[config.mk]
export PLATFORM = sky130hd
export DESIGN_NAME = bit_clear_complement_bcd_adjust
export DESIGN_NICKNAME = d
export VERILOG_FILES = /design/src/design/bcd_ops_pkg.sv /design/src/design/decimal_adjust.sv /design/src/design/bit_clear_complement_bcd_adjust.sv
export SDC_FILE = /design/constraint.sdc
export NUM_CORES = 1
export LEC_CHECK = 0
export BUFFER_PORTS_ARGS = -buffer_cell sky130_fd_sc_hd__buf_4
export CORE_AREA = 2 2 74 76
export CTS_CLUSTER_SIZE = 16
export DETAILED_ROUTE_END_ITERATION = 8
export DIE_AREA = 0 0 76 78
export HOLD_SLACK_MARGIN = 0.1
export PLACE_DENSITY = 0.65
export SKIP_LAST_GASP = 1
export SYNTH_ARGS = -nofsm -noshare
export SYNTH_HDL_FRONTEND = slang
export SYNTH_SLANG_ARGS = --single-unit
[constraint.sdc]
create_clock -name clk_in -period 3.2 [get_ports clk_in]
set_input_delay 0.16 -clock clk_in [delete_from_list [all_inputs] [get_ports clk_in]]
set_output_delay 0.16 -clock clk_in [all_outputs]
set_load 0.05 [all_outputs]
[src/design/bcd_ops_pkg.sv]
// Constants, types and operation codes for the bit clear, complement and
// decimal adjust datapath. Assumes the core supplies a decoded operation.
// Function
// RL1: Whole-byte clear writes zero to the addressed byte; flags stay unchanged.
// RL2: Single-bit clear zeroes only the selected bit; other bits and flags stay.
// RL3: Watchdog clear restarts the counter and clears timeout and power-down flags; the code lets a same-cycle set (or expiry, for timeout) win.
// RL4: In-place complement inverts the byte, writes it back, updates zero flag.
// RL5: Complement to accumulator loads inverted byte, memory untouched, updates zero.
// RL6: Decimal adjust adds 6 to low nibble if above 9 or aux carry set.
// RL7: Decimal adjust adds 6 to high nibble if above 9 or carry set.
// RL8: Decimal adjust sources the accumulator and stores into the addressed byte.
// RL9: Decimal adjust changes only carry; correction is 00h, 06h, 60h or 66h.
// RL10: Zero flag set when the 8-bit result is zero, else cleared.
package bcd_ops_pkg;
    localparam int          DATA_W     = 8;
    localparam logic [3:0]  NIB_MAX    = 4'h9;
    localparam logic [7:0]  ADJ_LOW    = 8'h06;
    localparam logic [7:0]  ADJ_HIGH   = 8'h60;
    localparam logic [7:0]  BYTE_ZERO  = 8'h00;
    localparam logic [7:0]  ACC_RST    = 8'h00;
    localparam int          WDT_W      = 16;
    localparam logic [15:0] WDT_RST    = 16'h0000;
    localparam logic [15:0] WDT_LIMIT  = 16'hffff;

    typedef enum logic [2:0] {
        OP_NONE,
        OP_CLEAR_OPERAND,
        OP_CLEAR_BIT,
        OP_CLEAR_WATCHDOG,
        OP_INVERT_IN_PLACE,
        OP_INVERT_TO_ACC,
        OP_DECIMAL_ADJUST
    } op_t;

    // One issued instruction with its operand
    typedef struct packed {
        op_t        op;
        logic [2:0] bit_sel;
        logic [7:0] operand;
    } req_t;

    // Memory write-back
    typedef struct packed {
        logic       we;
        logic [7:0] data;
    } wr_t;

    // Status flags kept by this block
    typedef struct packed {
        logic zero_flag;
        logic carry_flag;
        logic timeout_flag;
        logic powerdown_flag;
    } flags_t;
endpackage

[src/design/decimal_adjust.sv]
// Combinational BCD correction of the accumulator after an addition.
// Assumes carry and aux carry come from that preceding addition.
`timescale 1ns/1ps
module decimal_adjust
    import bcd_ops_pkg::*;
(
    input  wire logic [7:0] acc_in,
    input  wire logic       carry_in,
    input  wire logic       aux_carry_in,
    output logic      [7:0] result_out,
    output logic            carry_out
);
    logic       low_fix;
    logic       high_fix;
    logic [8:0] low_sum;
    logic [8:0] full_sum;
    logic [7:0] corr;

    // Low nibble first; its carry may push the high nibble past 9
    always_comb begin
        low_fix  = (acc_in[3:0] > NIB_MAX) || aux_carry_in;        // see RL6
        corr     = low_fix ? ADJ_LOW : BYTE_ZERO;
        low_sum  = {1'b0, acc_in} + {1'b0, corr};
        high_fix = (low_sum[7:4] > NIB_MAX) || carry_in || low_sum[8]; // see RL7
        if (high_fix) begin
            corr = corr | ADJ_HIGH;                                 // see RL9
        end
        full_sum   = {1'b0, acc_in} + {1'b0, corr};
        result_out = full_sum[7:0];
        carry_out  = carry_in | full_sum[8];                        // see RL9
    end
endmodule

[src/design/bit_clear_complement_bcd_adjust.sv]
// Execution datapath for clear, complement, watchdog clear and decimal adjust.
// Assumes a one-cycle op_valid pulse with the memory operand already read.
`timescale 1ns/1ps
module bit_clear_complement_bcd_adjust
    import bcd_ops_pkg::*;
#(
    parameter int WDT_BITS = WDT_W
) (
    input  wire logic         clk_in,
    input  wire logic         srst_in,
    input  wire logic         op_valid_in,
    input  wire req_t         req_in,
    input  wire logic [7:0]   accumulator_in,
    input  wire logic         aux_carry_flag_in,
    input  wire logic         timeout_set_in,
    input  wire logic         powerdown_set_in,
    output wr_t               mem_wr_out,
    output logic              acc_we_out,
    output logic [7:0]        accumulator_out,
    output flags_t            flags_out,
    output logic [WDT_BITS-1:0] watchdog_counter_out,
    output logic              watchdog_expired_out
);
    // Registered state, then combinational decode nets; every output below is built only from these registers
    wr_t                 mem_wr_ff;
    logic                acc_we_ff;
    logic [7:0]          acc_ff;
    logic                zero_ff;
    logic                carry_ff;
    logic                timeout_ff;
    logic                pdown_ff;
    logic [WDT_BITS-1:0] wdt_ff;
    logic [7:0]          adj_result;
    logic                adj_carry;
    logic [7:0]          inv_operand;
    logic                is_op;
    logic                do_wdt_clear;
    logic                do_inv_acc;

    // Decode of one issued op, shared by the flag, counter and accumulator processes
    function automatic logic op_hit(input logic valid, input op_t got, input op_t want);
        return valid && (got == want);
    endfunction

    function automatic logic is_zero(input logic [7:0] v);
        return v == BYTE_ZERO;                                     // see RL10
    endfunction

    decimal_adjust u_adj (
        .acc_in       (accumulator_in),
        .carry_in     (carry_ff),
        .aux_carry_in (aux_carry_flag_in),
        .result_out   (adj_result),
        .carry_out    (adj_carry)
    );

    // Operand inverse and op decodes, used by several processes
    assign inv_operand  = ~req_in.operand;
    assign is_op        = op_valid_in;
    assign do_wdt_clear = op_hit(is_op, req_in.op, OP_CLEAR_WATCHDOG);
    assign do_inv_acc   = op_hit(is_op, req_in.op, OP_INVERT_TO_ACC);

    // Memory write-back, one cycle after the request
    // Data holds after the pulse, so a slow reader still sees the last byte written
    always_ff @(posedge clk_in) begin
        if (srst_in) begin
            mem_wr_ff <= '0;
        end else begin
            mem_wr_ff.we   <= 1'b0;
            mem_wr_ff.data <= mem_wr_ff.data;
            if (is_op) begin
                case (req_in.op)
                    OP_CLEAR_OPERAND: begin
                        mem_wr_ff <= '{we: 1'b1, data: BYTE_ZERO};      // see RL1
                    end
                    OP_CLEAR_BIT: begin
                        mem_wr_ff.we   <= 1'b1;
                        mem_wr_ff.data <= req_in.operand & ~(8'h01 << req_in.bit_sel); // see RL2
                    end
                    OP_INVERT_IN_PLACE: begin
                        mem_wr_ff <= '{we: 1'b1, data: inv_operand};    // see RL4
                    end
                    OP_DECIMAL_ADJUST: begin
                        mem_wr_ff <= '{we: 1'b1, data: adj_result};     // see RL8
                    end
                    default: begin
                    end
                endcase
            end
        end
    end

    // Accumulator load; memory is not written for this op
    always_ff @(posedge clk_in) begin
        if (srst_in) begin
            acc_we_ff <= 1'b0;
            acc_ff    <= ACC_RST;
        end else begin
            acc_we_ff <= do_inv_acc;
            if (do_inv_acc) begin
                acc_ff <= inv_operand;                              // see RL5
            end
        end
    end

    // Zero and carry; clears and adjust leave zero alone
    always_ff @(posedge clk_in) begin
        if (srst_in) begin
            zero_ff  <= 1'b0;
            carry_ff <= 1'b0;
        end else if (is_op) begin
            if (req_in.op == OP_INVERT_IN_PLACE || req_in.op == OP_INVERT_TO_ACC) begin
                zero_ff <= is_zero(inv_operand);                    // see RL4 RL5 RL10
            end
            if (req_in.op == OP_DECIMAL_ADJUST) begin
                carry_ff <= adj_carry;                              // see RL9
            end
        end
    end

    // Timeout and power-down; a set arriving with the clear wins so no event is lost
    always_ff @(posedge clk_in) begin
        if (srst_in) begin
            timeout_ff <= 1'b0;
            pdown_ff   <= 1'b0;
        end else begin
            if (timeout_set_in || wdt_ff == WDT_LIMIT[WDT_BITS-1:0]) begin
                timeout_ff <= 1'b1;
            end else if (do_wdt_clear) begin
                timeout_ff <= 1'b0;                                 // see RL3
            end
            if (powerdown_set_in) begin
                pdown_ff <= 1'b1;
            end else if (do_wdt_clear) begin
                pdown_ff <= 1'b0;                                   // see RL3
            end
        end
    end

    // Watchdog counter; wraps after expiry until software clears it
    // Free-running by choice: a missed clear re-arms the timeout every full count
    always_ff @(posedge clk_in) begin
        if (srst_in) begin
            wdt_ff <= WDT_RST[WDT_BITS-1:0];
        end else if (do_wdt_clear) begin
            wdt_ff <= WDT_RST[WDT_BITS-1:0];                        // see RL3
        end else begin
            wdt_ff <= wdt_ff + 1'b1;
        end
    end

    assign mem_wr_out           = mem_wr_ff;
    assign acc_we_out           = acc_we_ff;
    assign accumulator_out      = acc_ff;
    assign flags_out            = '{zero_flag: zero_ff, carry_flag: carry_ff,
                                    timeout_flag: timeout_ff, powerdown_flag: pdown_ff};
    assign watchdog_counter_out = wdt_ff;
    assign watchdog_expired_out = timeout_ff;

    // Operation results; each attempt is off while reset is high
    clear_byte_a: assert property (@(posedge clk_in) disable iff (srst_in) // see RL1
        op_valid_in && req_in.op == OP_CLEAR_OPERAND |=> mem_wr_out.we && mem_wr_out.data == 8'h00)
        else $error("byte clear did not write zero");
    clear_flags_a: assert property (@(posedge clk_in) disable iff (srst_in) // see RL1 RL2
        op_valid_in && (req_in.op == OP_CLEAR_OPERAND || req_in.op == OP_CLEAR_BIT)
        |=> $stable(zero_ff) && $stable(carry_ff))
        else $error("clear changed a flag");
    clear_bit_a: assert property (@(posedge clk_in) disable iff (srst_in) // see RL2
        op_valid_in && req_in.op == OP_CLEAR_BIT |=> mem_wr_out.we && mem_wr_out.data[$past(req_in.bit_sel)] == 1'b0
        && (mem_wr_out.data | (8'h01 << $past(req_in.bit_sel)))
        == ($past(req_in.operand) | (8'h01 << $past(req_in.bit_sel))))
        else $error("bit clear wrong");
    invert_mem_a: assert property (@(posedge clk_in) disable iff (srst_in) // see RL4 RL10
        op_valid_in && req_in.op == OP_INVERT_IN_PLACE
        |=> mem_wr_out.data == ~$past(req_in.operand) && zero_ff == ($past(req_in.operand) == 8'hff))
        else $error("in-place invert wrong");
    invert_acc_a: assert property (@(posedge clk_in) disable iff (srst_in) // see RL5
        op_valid_in && req_in.op == OP_INVERT_TO_ACC
        |=> !mem_wr_out.we && acc_we_out && accumulator_out == ~$past(req_in.operand))
        else $error("invert to accumulator wrong");
    adj_store_a: assert property (@(posedge clk_in) disable iff (srst_in) // see RL8 RL9
        op_valid_in && req_in.op == OP_DECIMAL_ADJUST |=> mem_wr_out.we && $stable(zero_ff))
        else $error("decimal adjust store wrong");

    // Decimal adjust correction, checked on the live accumulator every cycle
    adj_low_a: assert property (@(posedge clk_in) // see RL6
        (accumulator_in[3:0] > 4'h9 || aux_carry_flag_in) |-> adj_result[3:0] == accumulator_in[3:0] + 4'h6)
        else $error("low nibble not corrected");
    adj_high_a: assert property (@(posedge clk_in) // see RL7 RL9
        carry_ff |-> adj_carry && (adj_result - accumulator_in) inside {8'h60, 8'h66})
        else $error("high nibble not corrected");

    // Watchdog clear, expiry and counting; a set or an expiry beats the clear
    wdt_clear_a: assert property (@(posedge clk_in) disable iff (srst_in) // see RL3
        op_valid_in && req_in.op == OP_CLEAR_WATCHDOG && !powerdown_set_in |=> wdt_ff == '0 && !pdown_ff)
        else $error("watchdog clear failed");
    timeout_clr_a: assert property (@(posedge clk_in) disable iff (srst_in) // see RL3
        do_wdt_clear && !timeout_set_in && wdt_ff != WDT_LIMIT[WDT_BITS-1:0] |=> !timeout_ff)
        else $error("watchdog clear left timeout set");
    expiry_set_a: assert property (@(posedge clk_in) disable iff (srst_in)
        !srst_in && wdt_ff == WDT_LIMIT[WDT_BITS-1:0] |=> timeout_ff && watchdog_expired_out)
        else $error("watchdog expiry did not set timeout");
    wdt_count_a: assert property (@(posedge clk_in) disable iff (srst_in)
        !srst_in && !do_wdt_clear |=> wdt_ff == $past(wdt_ff) + 1'b1)
        else $error("watchdog counter did not advance");

    // Only the intended target and flags move; guards against stray writes
    acc_hold_a: assert property (@(posedge clk_in) disable iff (srst_in) // see RL8
        !srst_in && !do_inv_acc |=> !acc_we_out && $stable(accumulator_out))
        else $error("accumulator written by another op");
    mem_quiet_a: assert property (@(posedge clk_in) disable iff (srst_in) // see RL5
        !srst_in && (!op_valid_in || req_in.op inside {OP_NONE, OP_CLEAR_WATCHDOG, OP_INVERT_TO_ACC})
        |=> !mem_wr_out.we)
        else $error("memory written by a non-memory op");
    carry_keep_a: assert property (@(posedge clk_in) disable iff (srst_in) // see RL1 RL2 RL3
        !srst_in && !(op_valid_in && req_in.op == OP_DECIMAL_ADJUST) |=> $stable(carry_ff))
        else $error("carry changed outside decimal adjust");
    zero_keep_a: assert property (@(posedge clk_in) disable iff (srst_in) // see RL3 RL9
        !srst_in && !(op_valid_in && req_in.op inside {OP_INVERT_IN_PLACE, OP_INVERT_TO_ACC})
        |=> $stable(zero_ff))
        else $error("zero changed outside complement");

    // Main scenarios
    cov_adjust_c: cover property (@(posedge clk_in)
        op_valid_in && req_in.op == OP_DECIMAL_ADJUST && adj_carry);
    cov_zero_c:   cover property (@(posedge clk_in)
        op_valid_in && req_in.op == OP_INVERT_TO_ACC && req_in.operand == 8'hff);
    cov_wdt_c:    cover property (@(posedge clk_in)
        op_valid_in && req_in.op == OP_CLEAR_WATCHDOG && timeout_ff);
    cov_clrbit_c: cover property (@(posedge clk_in)
        op_valid_in && req_in.op == OP_CLEAR_BIT && req_in.bit_sel == 3'h7);
    cov_expire_c: cover property (@(posedge clk_in)
        wdt_ff == WDT_LIMIT[WDT_BITS-1:0]);
endmodule

; Word-level counts from Yosys, hierarchy flattened
; Index checks and enable logic that the tools add are counted.
; Widths: inputs -> output; s select.
[word_totals]
ff_bits = 38
in_bits = 28
elab_cells = 49
[classes]
n_addsub = 3
n_lt_le_gt_ge = 2
n_eq_ne = 7
n_shift = 1
n_mux = 6
bitwise = 5
reduce_logical = 16
[ops]
columns = operator, count
row1 = $pmux 9 s4, 1
row2 = $add 8x8->9, 2
row3 = $add 16x1->16 const B, 1
row4 = $eq 16x16->1 const B, 1
row5 = $not 8->8, 2
row6 = $eq 3x3->1 const B, 3
row7 = $and 8x8->8, 1
row8 = $gt 4x4->1 const B, 2
row9 = $logic_not 8->1, 1
row10 = $shl 1x3->8 const A, 1
row11 = $mux 7, 1
row12 = $eq 3x2->1 const B, 2
row13 = $reduce_and 2->1, 3
row14 = $logic_or 1x1->1, 5
row15 = $reduce_bool 2->1, 2
row16 = $reduce_bool 4->1, 1
row17 = $reduce_or 2->1, 2
row18 = $eq 3x1->1 const B, 1
row19 = $mux 1, 3
row20 = $mux 3, 1
row21 = $logic_and 1x1->1, 2
row22 = $not 1->1, 1
row23 = $or 1x1->1, 1

; Longest topological paths before layout
; Gate-level depths: netlist of the first run.
[depth]
depth_word = 10
ltp_mapped = 15

; Modules after synthesis
; A second synthesis of the first run with hierarchy kept.
[hier_totals]
cells_unflattened = 241
hier_area_um2 = 2043.2
[by_module_without_submodules]
columns = module, n_inst, cells_per_inst, area_each_um2
row1 = bit_clear_complement_bcd_adjust, 1, 205, 1770.4
row2 = decimal_adjust, 1, 36, 272.8

; Least setup slack after synthesis of the first run
; OpenSTA, ideal clock, no wires.
[synth_path]
path_kind = input to register
start = input accumulator_in[3]
end = register mem_wr_ff (netlist bit mem_wr_out[7])
setup_time_ps = 134
arrival_ps = 2809
required_time_ps = 3066
slack_ps = 257
cell_stages = 15
path_buffers = 1
path_cell_list = buf_2 -> o21ai_0 -> nand2b_1 -> ha_1 -> inv_1 -> fa_1 -> nand3b_1 -> a211oi_1 -> a31oi_1 -> o31ai_1 -> ha_1 -> nor2b_1 -> a221o_1 -> o31ai_1 -> a211oi_1
[synth_via]
elab_chain_len = 10
[synth_rtl]
columns = item, line
row1 = "start, declared", bit_clear_complement_bcd_adjust.sv:13  ; input wire logic [7:0] accumulator_in,
row2 = $gt 4x4->1, decimal_adjust.sv:21  ; low_fix = (acc_in[3:0] > NIB_MAX) || aux_carry_in;
row3 = $logic_or 1x1->1, decimal_adjust.sv:21
row4 = $mux 3, decimal_adjust.sv:22  ; corr = low_fix ? ADJ_LOW : BYTE_ZERO;
row5 = $add 8x8->9, decimal_adjust.sv:23  ; low_sum = {1'b0, acc_in} + {1'b0, corr};
row6 = $gt 4x4->1, decimal_adjust.sv:24  ; high_fix = (low_sum[7:4] > NIB_MAX) || carry_in || low_sum[8];
row7 = $logic_or 1x1->1 (2 in a row), decimal_adjust.sv:24
row8 = $mux 7, decimal_adjust.sv:25  ; if (high_fix) begin
row9 = $add 8x8->9 *, decimal_adjust.sv:28  ; full_sum = {1'b0, acc_in} + {1'b0, corr};
row10 = $pmux 9 s4 *, bit_clear_complement_bcd_adjust.sv:72  ; case (req_in.op)
row11 = "end signal, assigned", bit_clear_complement_bcd_adjust.sv:74  ; mem_wr_ff <= '{we: 1'b1, data: BYTE_ZERO};
row12 = "end signal, assigned", bit_clear_complement_bcd_adjust.sv:81  ; mem_wr_ff <= '{we: 1'b1, data: inv_operand};
row13 = "end signal, assigned", bit_clear_complement_bcd_adjust.sv:84  ; mem_wr_ff <= '{we: 1'b1, data: adj_result};
row14 = "end, declared", bit_clear_complement_bcd_adjust.sv:25  ; wr_t mem_wr_ff;
; Mark *: on every way between the ends. The rest lies on a longest branch, timed or not.
; A chain may end at the register's enable or synchronous reset.

; Final worst setup path of the first run
; Ends and elaborated chain as after synthesis.

==> flow_summary.ini, run 1 <==
[pwr]
seqPwrFrac_pct = 43.6
power_frac_comb_pct = 21.3
peakVddDrop_v = 0.0002945
netSwitchingPower_uw = 330.3
swShare_pct = 28.75
internal-power_uw = 818.6
pwr_density_cell_mw_per_mm2 = 428.5
leakagePower_uw = 0.001082
clockPowerShare_pct = 35.1

[placement]
io_buffers = 66
globalplace.congestion = 0.8181
placed_cell_area_sq_mm = 0.002485
place.detailed.hpwl_mm = 3.610

[logic_synthesis]
yosysUniqueCellTypes = 47
yosys.area.top_type = dfxtp_1
ys_warn_count = 0
synth_nets = 270
synth-async-reset-ratio_pct = 0
ys_seq_area_share_pct = 37.95
synth_cells = 236
yosysTopAreaCellShare_pct = 37.95
synth_ff_type = dfxtp_1
syn_area_sq_mm = 0.002004
ys_ff_latch = 38
synth_area_leaders = dfxtp_1, nor2_1, a211oi_1
syn_area_per_cell_sq_um = 8.493
synth_edf_count = 0

[sta]
setup_tns_ps = 0
clock.fmax_mhz = 354.8
finalSetupViolations = 0
fin_crit_ps = 2819
slew_headroom_pct = 61.10
finalHoldViolations = 0
max_slew.worst_pin.slew_ps = 583.5
finalCritPeriodShare_pct = 88.09
fin_skew_ps = 2.486
slew_violations = 0
rsz0062_at_grt = false

[clock_network]
cts_resized = 0
cts_buffer_depth = 2
cts_setup_buffers = 0
htreeDepth = 2
clk_pin_slew_ps = 70
cts_tree = yes
cts_hold_buf = 9
clockRootBuffer = clkbuf_8
clock-sinks = 38
clkLatencyLatePin_ps = 290
cts_made_buffers = 5

[worst_setup_path]
critPathMaxStageDelay_ps = 400
slowest_stage = fa_1
start_kind = primary input
required_ps = 3370
endpoint_kind = flip-flop
worstPathCellList = buf_4, o21ai_0, nand2b_1, ha_1, inv_1, fa_1, nand3b_1, a211oi_1, a31oi_1, o31ai_1, ha_1, nor2b_1, a221o_1, o31ai_1, a211oi_1
crit_type = in2reg
worstPathArrival_ps = 2980
critPathTopFamily = compound AO/OA/AOI/OAI gates
cp-startpoint = accumulator_in[3]
crit_buf_inv = 2
r2r_start = carry_ff
critPathMaxFanout = 8

[drt]
drt_first_pass_iters = 5
viasPerCell = 5.239
drc = 0
antenna_left = 0
drt_iter0_drc = 46
drt-total-wl_mm = 4.823
routedWlPerCell_um = 12.93
vias = 1954

[finish]
fin_util_pct = 53.18
drive_gt1_share_pct = 26.40
multi_input_area_sq_mm = 0.001104
area.growth.synth_to_final_pct = 33.77
nNetsFinal = 336
stdcell_area_sq_mm = 0.002681
diodes = 0
fill_cells = 507
final-seq-area_sq_um = 760.7

[die]
chipWidth_um = 76
dieArea_sq_mm = 0.005928
core_area_sq_mm = 0.005042
ios = 67
start_util_pct = 39.75
fp.dieH_um = 78
rows = 26

[global_route]
grt_pass1_wl_mm = 8.280
antenna_found_initial = 0
grt_pass1_vias = 1795
grt_usage_pct = 16.94
grt_max_degree = 25
gr-total-overflow = 0

[flow_run]
drv_cap = 0

[outcome]
outcome = complete, no violations

[min_path]
hold_start = timeout_set_in
hp-class = in2reg
==> area by class of cell <==
| cell class | instances | area share (%) |
|---|---|---|
| multi-input cells | 172 | 41.16 |
| flip-flops and latches | 38 | 28.37 |
| repair buffers | 75 | 21.84 |
| well taps | 70 | 3.266 |
| clock buffers | 7 | 2.846 |
| inverters | 10 | 1.400 |
| clock inverters | 1 | 1.120 |
==> cell families after synthesis <==
family / synth area share, %
AND/OR/NAND/NOR: 25.28
adder cells (fa/ha/maj): 4.120
XOR/XNOR: 6.555
flip-flops: 37.95
buffers and inverters: 6.991
AO/OA/AOI/OAI: 19.10
==> tightest hold or removal path: stages <==
cell,delay [ps]
buf_4,80
a21oi_1,30
a21oi_1,100
==> registers in the layout, summed over array words and instances (netlist names) <==
| name | cells |
|---|---|
| mem_wr_out | 9 |
| zero_ff | 1 |
| carry_ff | 1 |
| acc_we_out | 1 |
| watchdog_counter_out | 16 |
| accumulator_out | 8 |
| pdown_ff | 1 |
| watchdog_expired_out | 1 |
==> path summary, 6_finish.rpt <==
check	cells past startpoint	to	slack [ps]
min	3	watchdog_expired_out	130
max reg2reg	7	mem_wr_out[7]	1340
min reg2reg	1	watchdog_counter_out[0]	470
max	15	mem_wr_out[7]	380
==> through the flow <==
stage | instances | total power (uW) | hold WS, ps | worst slack, ps
final | 373 | 1149 | 125.1 | 381.2
after global routing | 373 | 1198 | 132.0 | 135.3
after CTS | 373 | 1156 | 123.6 | 357.3
after detailed placement | 356 | 748.9 | 373.9 | 39.90
after global placement | 356 | 747.1 | 366.4 | 189.3
after floorplan | 236 | 669.9 | 231.6 | 257.1
==> power by group through the flow <==
stage          sequential, uW  combinational [uW]  clock (uW)
2_1_floorplan             567                 103           0
4_1_cts                   501                 246         408
3_5_place_dp              512                 237           0
5_1_grt                   504                 266         427
3_3_place_gp              512                 235           0
6_report                  501                 245         403
==> layout by cell type (no fill, tap or decap), drive strengths merged, types with 2 or more instances in the layout <==
| master | count |
|---|---|
| a211oi | 17 |
| a21oi | 8 |
| a311oi | 3 |
| a31oi | 8 |
| and3 | 3 |
| and3b | 2 |
| buf | 66 |
| clkbuf | 7 |
| dfxtp | 38 |
| dlygate4sd3 | 9 |
| ha | 5 |
| inv | 10 |
| nand2 | 10 |
| nand2b | 2 |
| nand3 | 9 |
| nand3b | 4 |
| nand4 | 6 |
| nor2 | 42 |
| nor2b | 3 |
| nor3 | 6 |
| nor3b | 2 |
| nor4 | 4 |
| o21ai | 4 |
| o31ai | 2 |
| or3 | 4 |
| xnor2 | 13 |
| xor2 | 2 |
==> per-layer routing <==
metal  global-route usage [%]  share of wire (%)
met1                    20.91                 45
met2                    29.64                 48
met3                    4.186                6.4
met4                    4.364                1.0
met5                        0                  0
==> Yosys cell counts, types with 5 or more instances <==
| cell type | count |
|---|---|
| xnor2_1 | 13 |
| buf_4 | 6 |
| a21oi_1 | 8 |
| dfxtp_1 | 38 |
| nand4_1 | 5 |
| nand2_1 | 10 |
| inv_1 | 10 |
| a31oi_1 | 8 |
| nor3_1 | 6 |
| nand3_1 | 9 |
| nor2_1 | 42 |
| ha_1 | 5 |
| a211oi_1 | 16 |
No activity file was read; power rests on OpenSTA's default activity.
==> run 2: changes to the inputs <==
--- a/config.mk
+++ b/config.mk
@@ -6,10 +6,10 @@
 export NUM_CORES = 1
 export LEC_CHECK = 0
 export BUFFER_PORTS_ARGS = -buffer_cell sky130_fd_sc_hd__buf_4
-export CORE_AREA = 2 2 74 76
+export CORE_AREA = 4 4 76 78
 export CTS_CLUSTER_SIZE = 16
 export DETAILED_ROUTE_END_ITERATION = 8
-export DIE_AREA = 0 0 76 78
+export DIE_AREA = 0 0 80 82
 export HOLD_SLACK_MARGIN = 0.1
 export PLACE_DENSITY = 0.65
 export SKIP_LAST_GASP = 1
==> constraint.sdc (replaced) <==
create_clock -name clk_in -period 2.7 [get_ports clk_in]
set_input_delay 0.135 -clock clk_in [delete_from_list [all_inputs] [get_ports clk_in]]
set_output_delay 0.135 -clock clk_in [all_outputs]
set_load 0.05 [all_outputs]
==> flow_summary.ini, run 2 (synthesis results as in run 1) <==
[finish]
layout_common_cells = buf_4, nor2_1, dfxtp_1, a211oi_1, xnor2_1
area.growth.synth_to_final_pct = 41.20
fill_cells = 510
final-seq-area_sq_um = 760.7
multi_input_area_sq_mm = 0.001165
diodes = 0
largest_reg_flops = 16
nNetsFinal = 349
final_common_cell = buf_4
drive_gt1_share_pct = 32.48

[flow_run]
drv_cap = 0

[worst_setup_path]
r2r_start = carry_ff
worstPathCellList = buf_6, o21ai_2, nand2b_1, ha_2, inv_2, fa_2, nand3b_1, a211oi_2, a31oi_1, o31ai_2, ha_1, nor2b_4, a221o_1, o31ai_2, a211oi_2
crit_type = in2reg
critPathMaxFanout = 2
critPathMaxStageDelay_ps = 340
worstPathArrival_ps = 2690
required_ps = 2860
endpoint_kind = flip-flop
slowest_stage = fa_2
r2r_cells = 7
start_kind = primary input
rr_endpoint = mem_wr_out[7]
r2r_slack_ps = 890

[sta]
finalSetupViolations = 0
finalCritPeriodShare_pct = 93.67
max_slew.worst_pin.slew_ps = 619.2
slew_violations = 0
whs_ps = 186.8
fin_skew_ps = 1.192
rsz0062_at_grt = true
finalHoldViolations = 0
slew_headroom_pct = 58.72
timing.final.ws_setup_ps = 170.8
fin_crit_ps = 2529
clock.fmax_mhz = 395.4

[clock_network]
clk_pin_slew_ps = 70
cts_tree = yes
clockRootBuffer = clkbuf_8
clkLatencyLatePin_ps = 280
cts_buffer_depth = 2
clock-sinks = 38
htreeDepth = 2
cts_made_buffers = 5

[min_path]
min_to = mem_wr_out[6]
whs_path_depth = 3
hp-class = in2reg
hold_start = op_valid_in

[placement]
place.detailed.hpwl_mm = 3.845
io_buffers = 66
globalplace.congestion = 0.8642
dpl_worst_slack_ps = -125.3

[global_route]
antenna_found_initial = 0
grt_usage_pct = 16.16
gr-total-overflow = 0
grt_pass1_wl_mm = 8.507
grt_max_degree = 25
grt_pass1_vias = 1858

[pwr]
peakVddDrop_v = 0.0004213
pwr_density_cell_mw_per_mm2 = 461.2
leakagePower_uw = 0.001144

[die]
dieArea_sq_mm = 0.006560
chipWidth_um = 80
start_util_pct = 39.50
ios = 67
rows = 26
fp.dieH_um = 82
core_area_sq_mm = 0.005075

[drt]
drt-total-wl_mm = 5.278
drt_first_pass_iters = 4
antenna_left = 0
routedWlPerCell_um = 13.74
drt_iter0_drc = 52
vias = 1982
drc = 0
viasPerCell = 5.161

[outcome]
outcome = complete, no violations
==> run 2: layout make-up <==
type / instances / area share, %
multi-input cells: 172 / 41.16
flip-flops and latches: 38 / 26.88
repair buffers: 88 / 24.62
well taps: 70 / 3.095
clock buffers: 6 / 2.918
inverters: 10 / 1.326
==> run 2: power breakdown <==
part           switching (uW)  leakage [uW]  total (uW)  internal [uW]
clock network             184     0.0000431         381            197
logic                     191      0.000791         330            139
registers                12.8      0.000310         594            581
==> run 2: repair_timing <==
| item | in CTS | in global routing |
|---|---|---|
| hold endpoints to repair | 10 | 0 |
| hold buffers | 10 | 0 |
| resized for setup | 0 | 12 |
| setup endpoints to repair | 0 | 2 |
| setup buffers | 0 | 2 |
==> run 2: per-stage QoR <==
| step | total power (uW) | TNS (ps) | cell area [sq um] | std cells | utilization, % |
|---|---|---|---|---|---|
| 4_1_cts | 1302 | 0 | 2753 | 382 | 54.24 |
| 2_1_floorplan | 797.2 | -23.33 | 2024 | 236 | - |
| 3_3_place_gp | 904.1 | 0 | 2570 | 366 | 50.64 |
| 6_report | 1305 | 0 | 2830 | 384 | 55.77 |
| 5_1_grt | 1368 | 0 | 2830 | 384 | 55.77 |
| 3_5_place_dp | 907.3 | -277.4 | 2570 | 366 | 50.64 |
==> run 2: worst max-delay path by stage <==
stage               endpoint              start  depth (start not counted)
2_1_floorplan  mem_wr_out[7]  accumulator_in[3]                         15
3_3_place_gp   mem_wr_out[7]  accumulator_in[2]                         15
3_5_place_dp   mem_wr_out[7]  accumulator_in[2]                         15
4_1_cts        mem_wr_out[7]  accumulator_in[2]                         15
5_1_grt        mem_wr_out[7]  accumulator_in[1]                         15
6_report       mem_wr_out[7]  accumulator_in[1]                         15
==> run 2: worst max-delay path, delay by kind of cell <==
family	cells	cell delay (ps)
AND/OR/NAND/NOR	3	420
AO/OA/AOI/OAI	7	1180
adder cells (fa/ha/maj)	3	830
buffers and inverters	2	110
==> run 2: metal layers <==
metal	wire length, um	global-route usage (%)	vias to the layer above
li1	-	-	998
met1	2316	20.36	909
met4	44	3.716	0
met5	0	0	-
met2	2568	27.73	70
met3	349	4.167	5
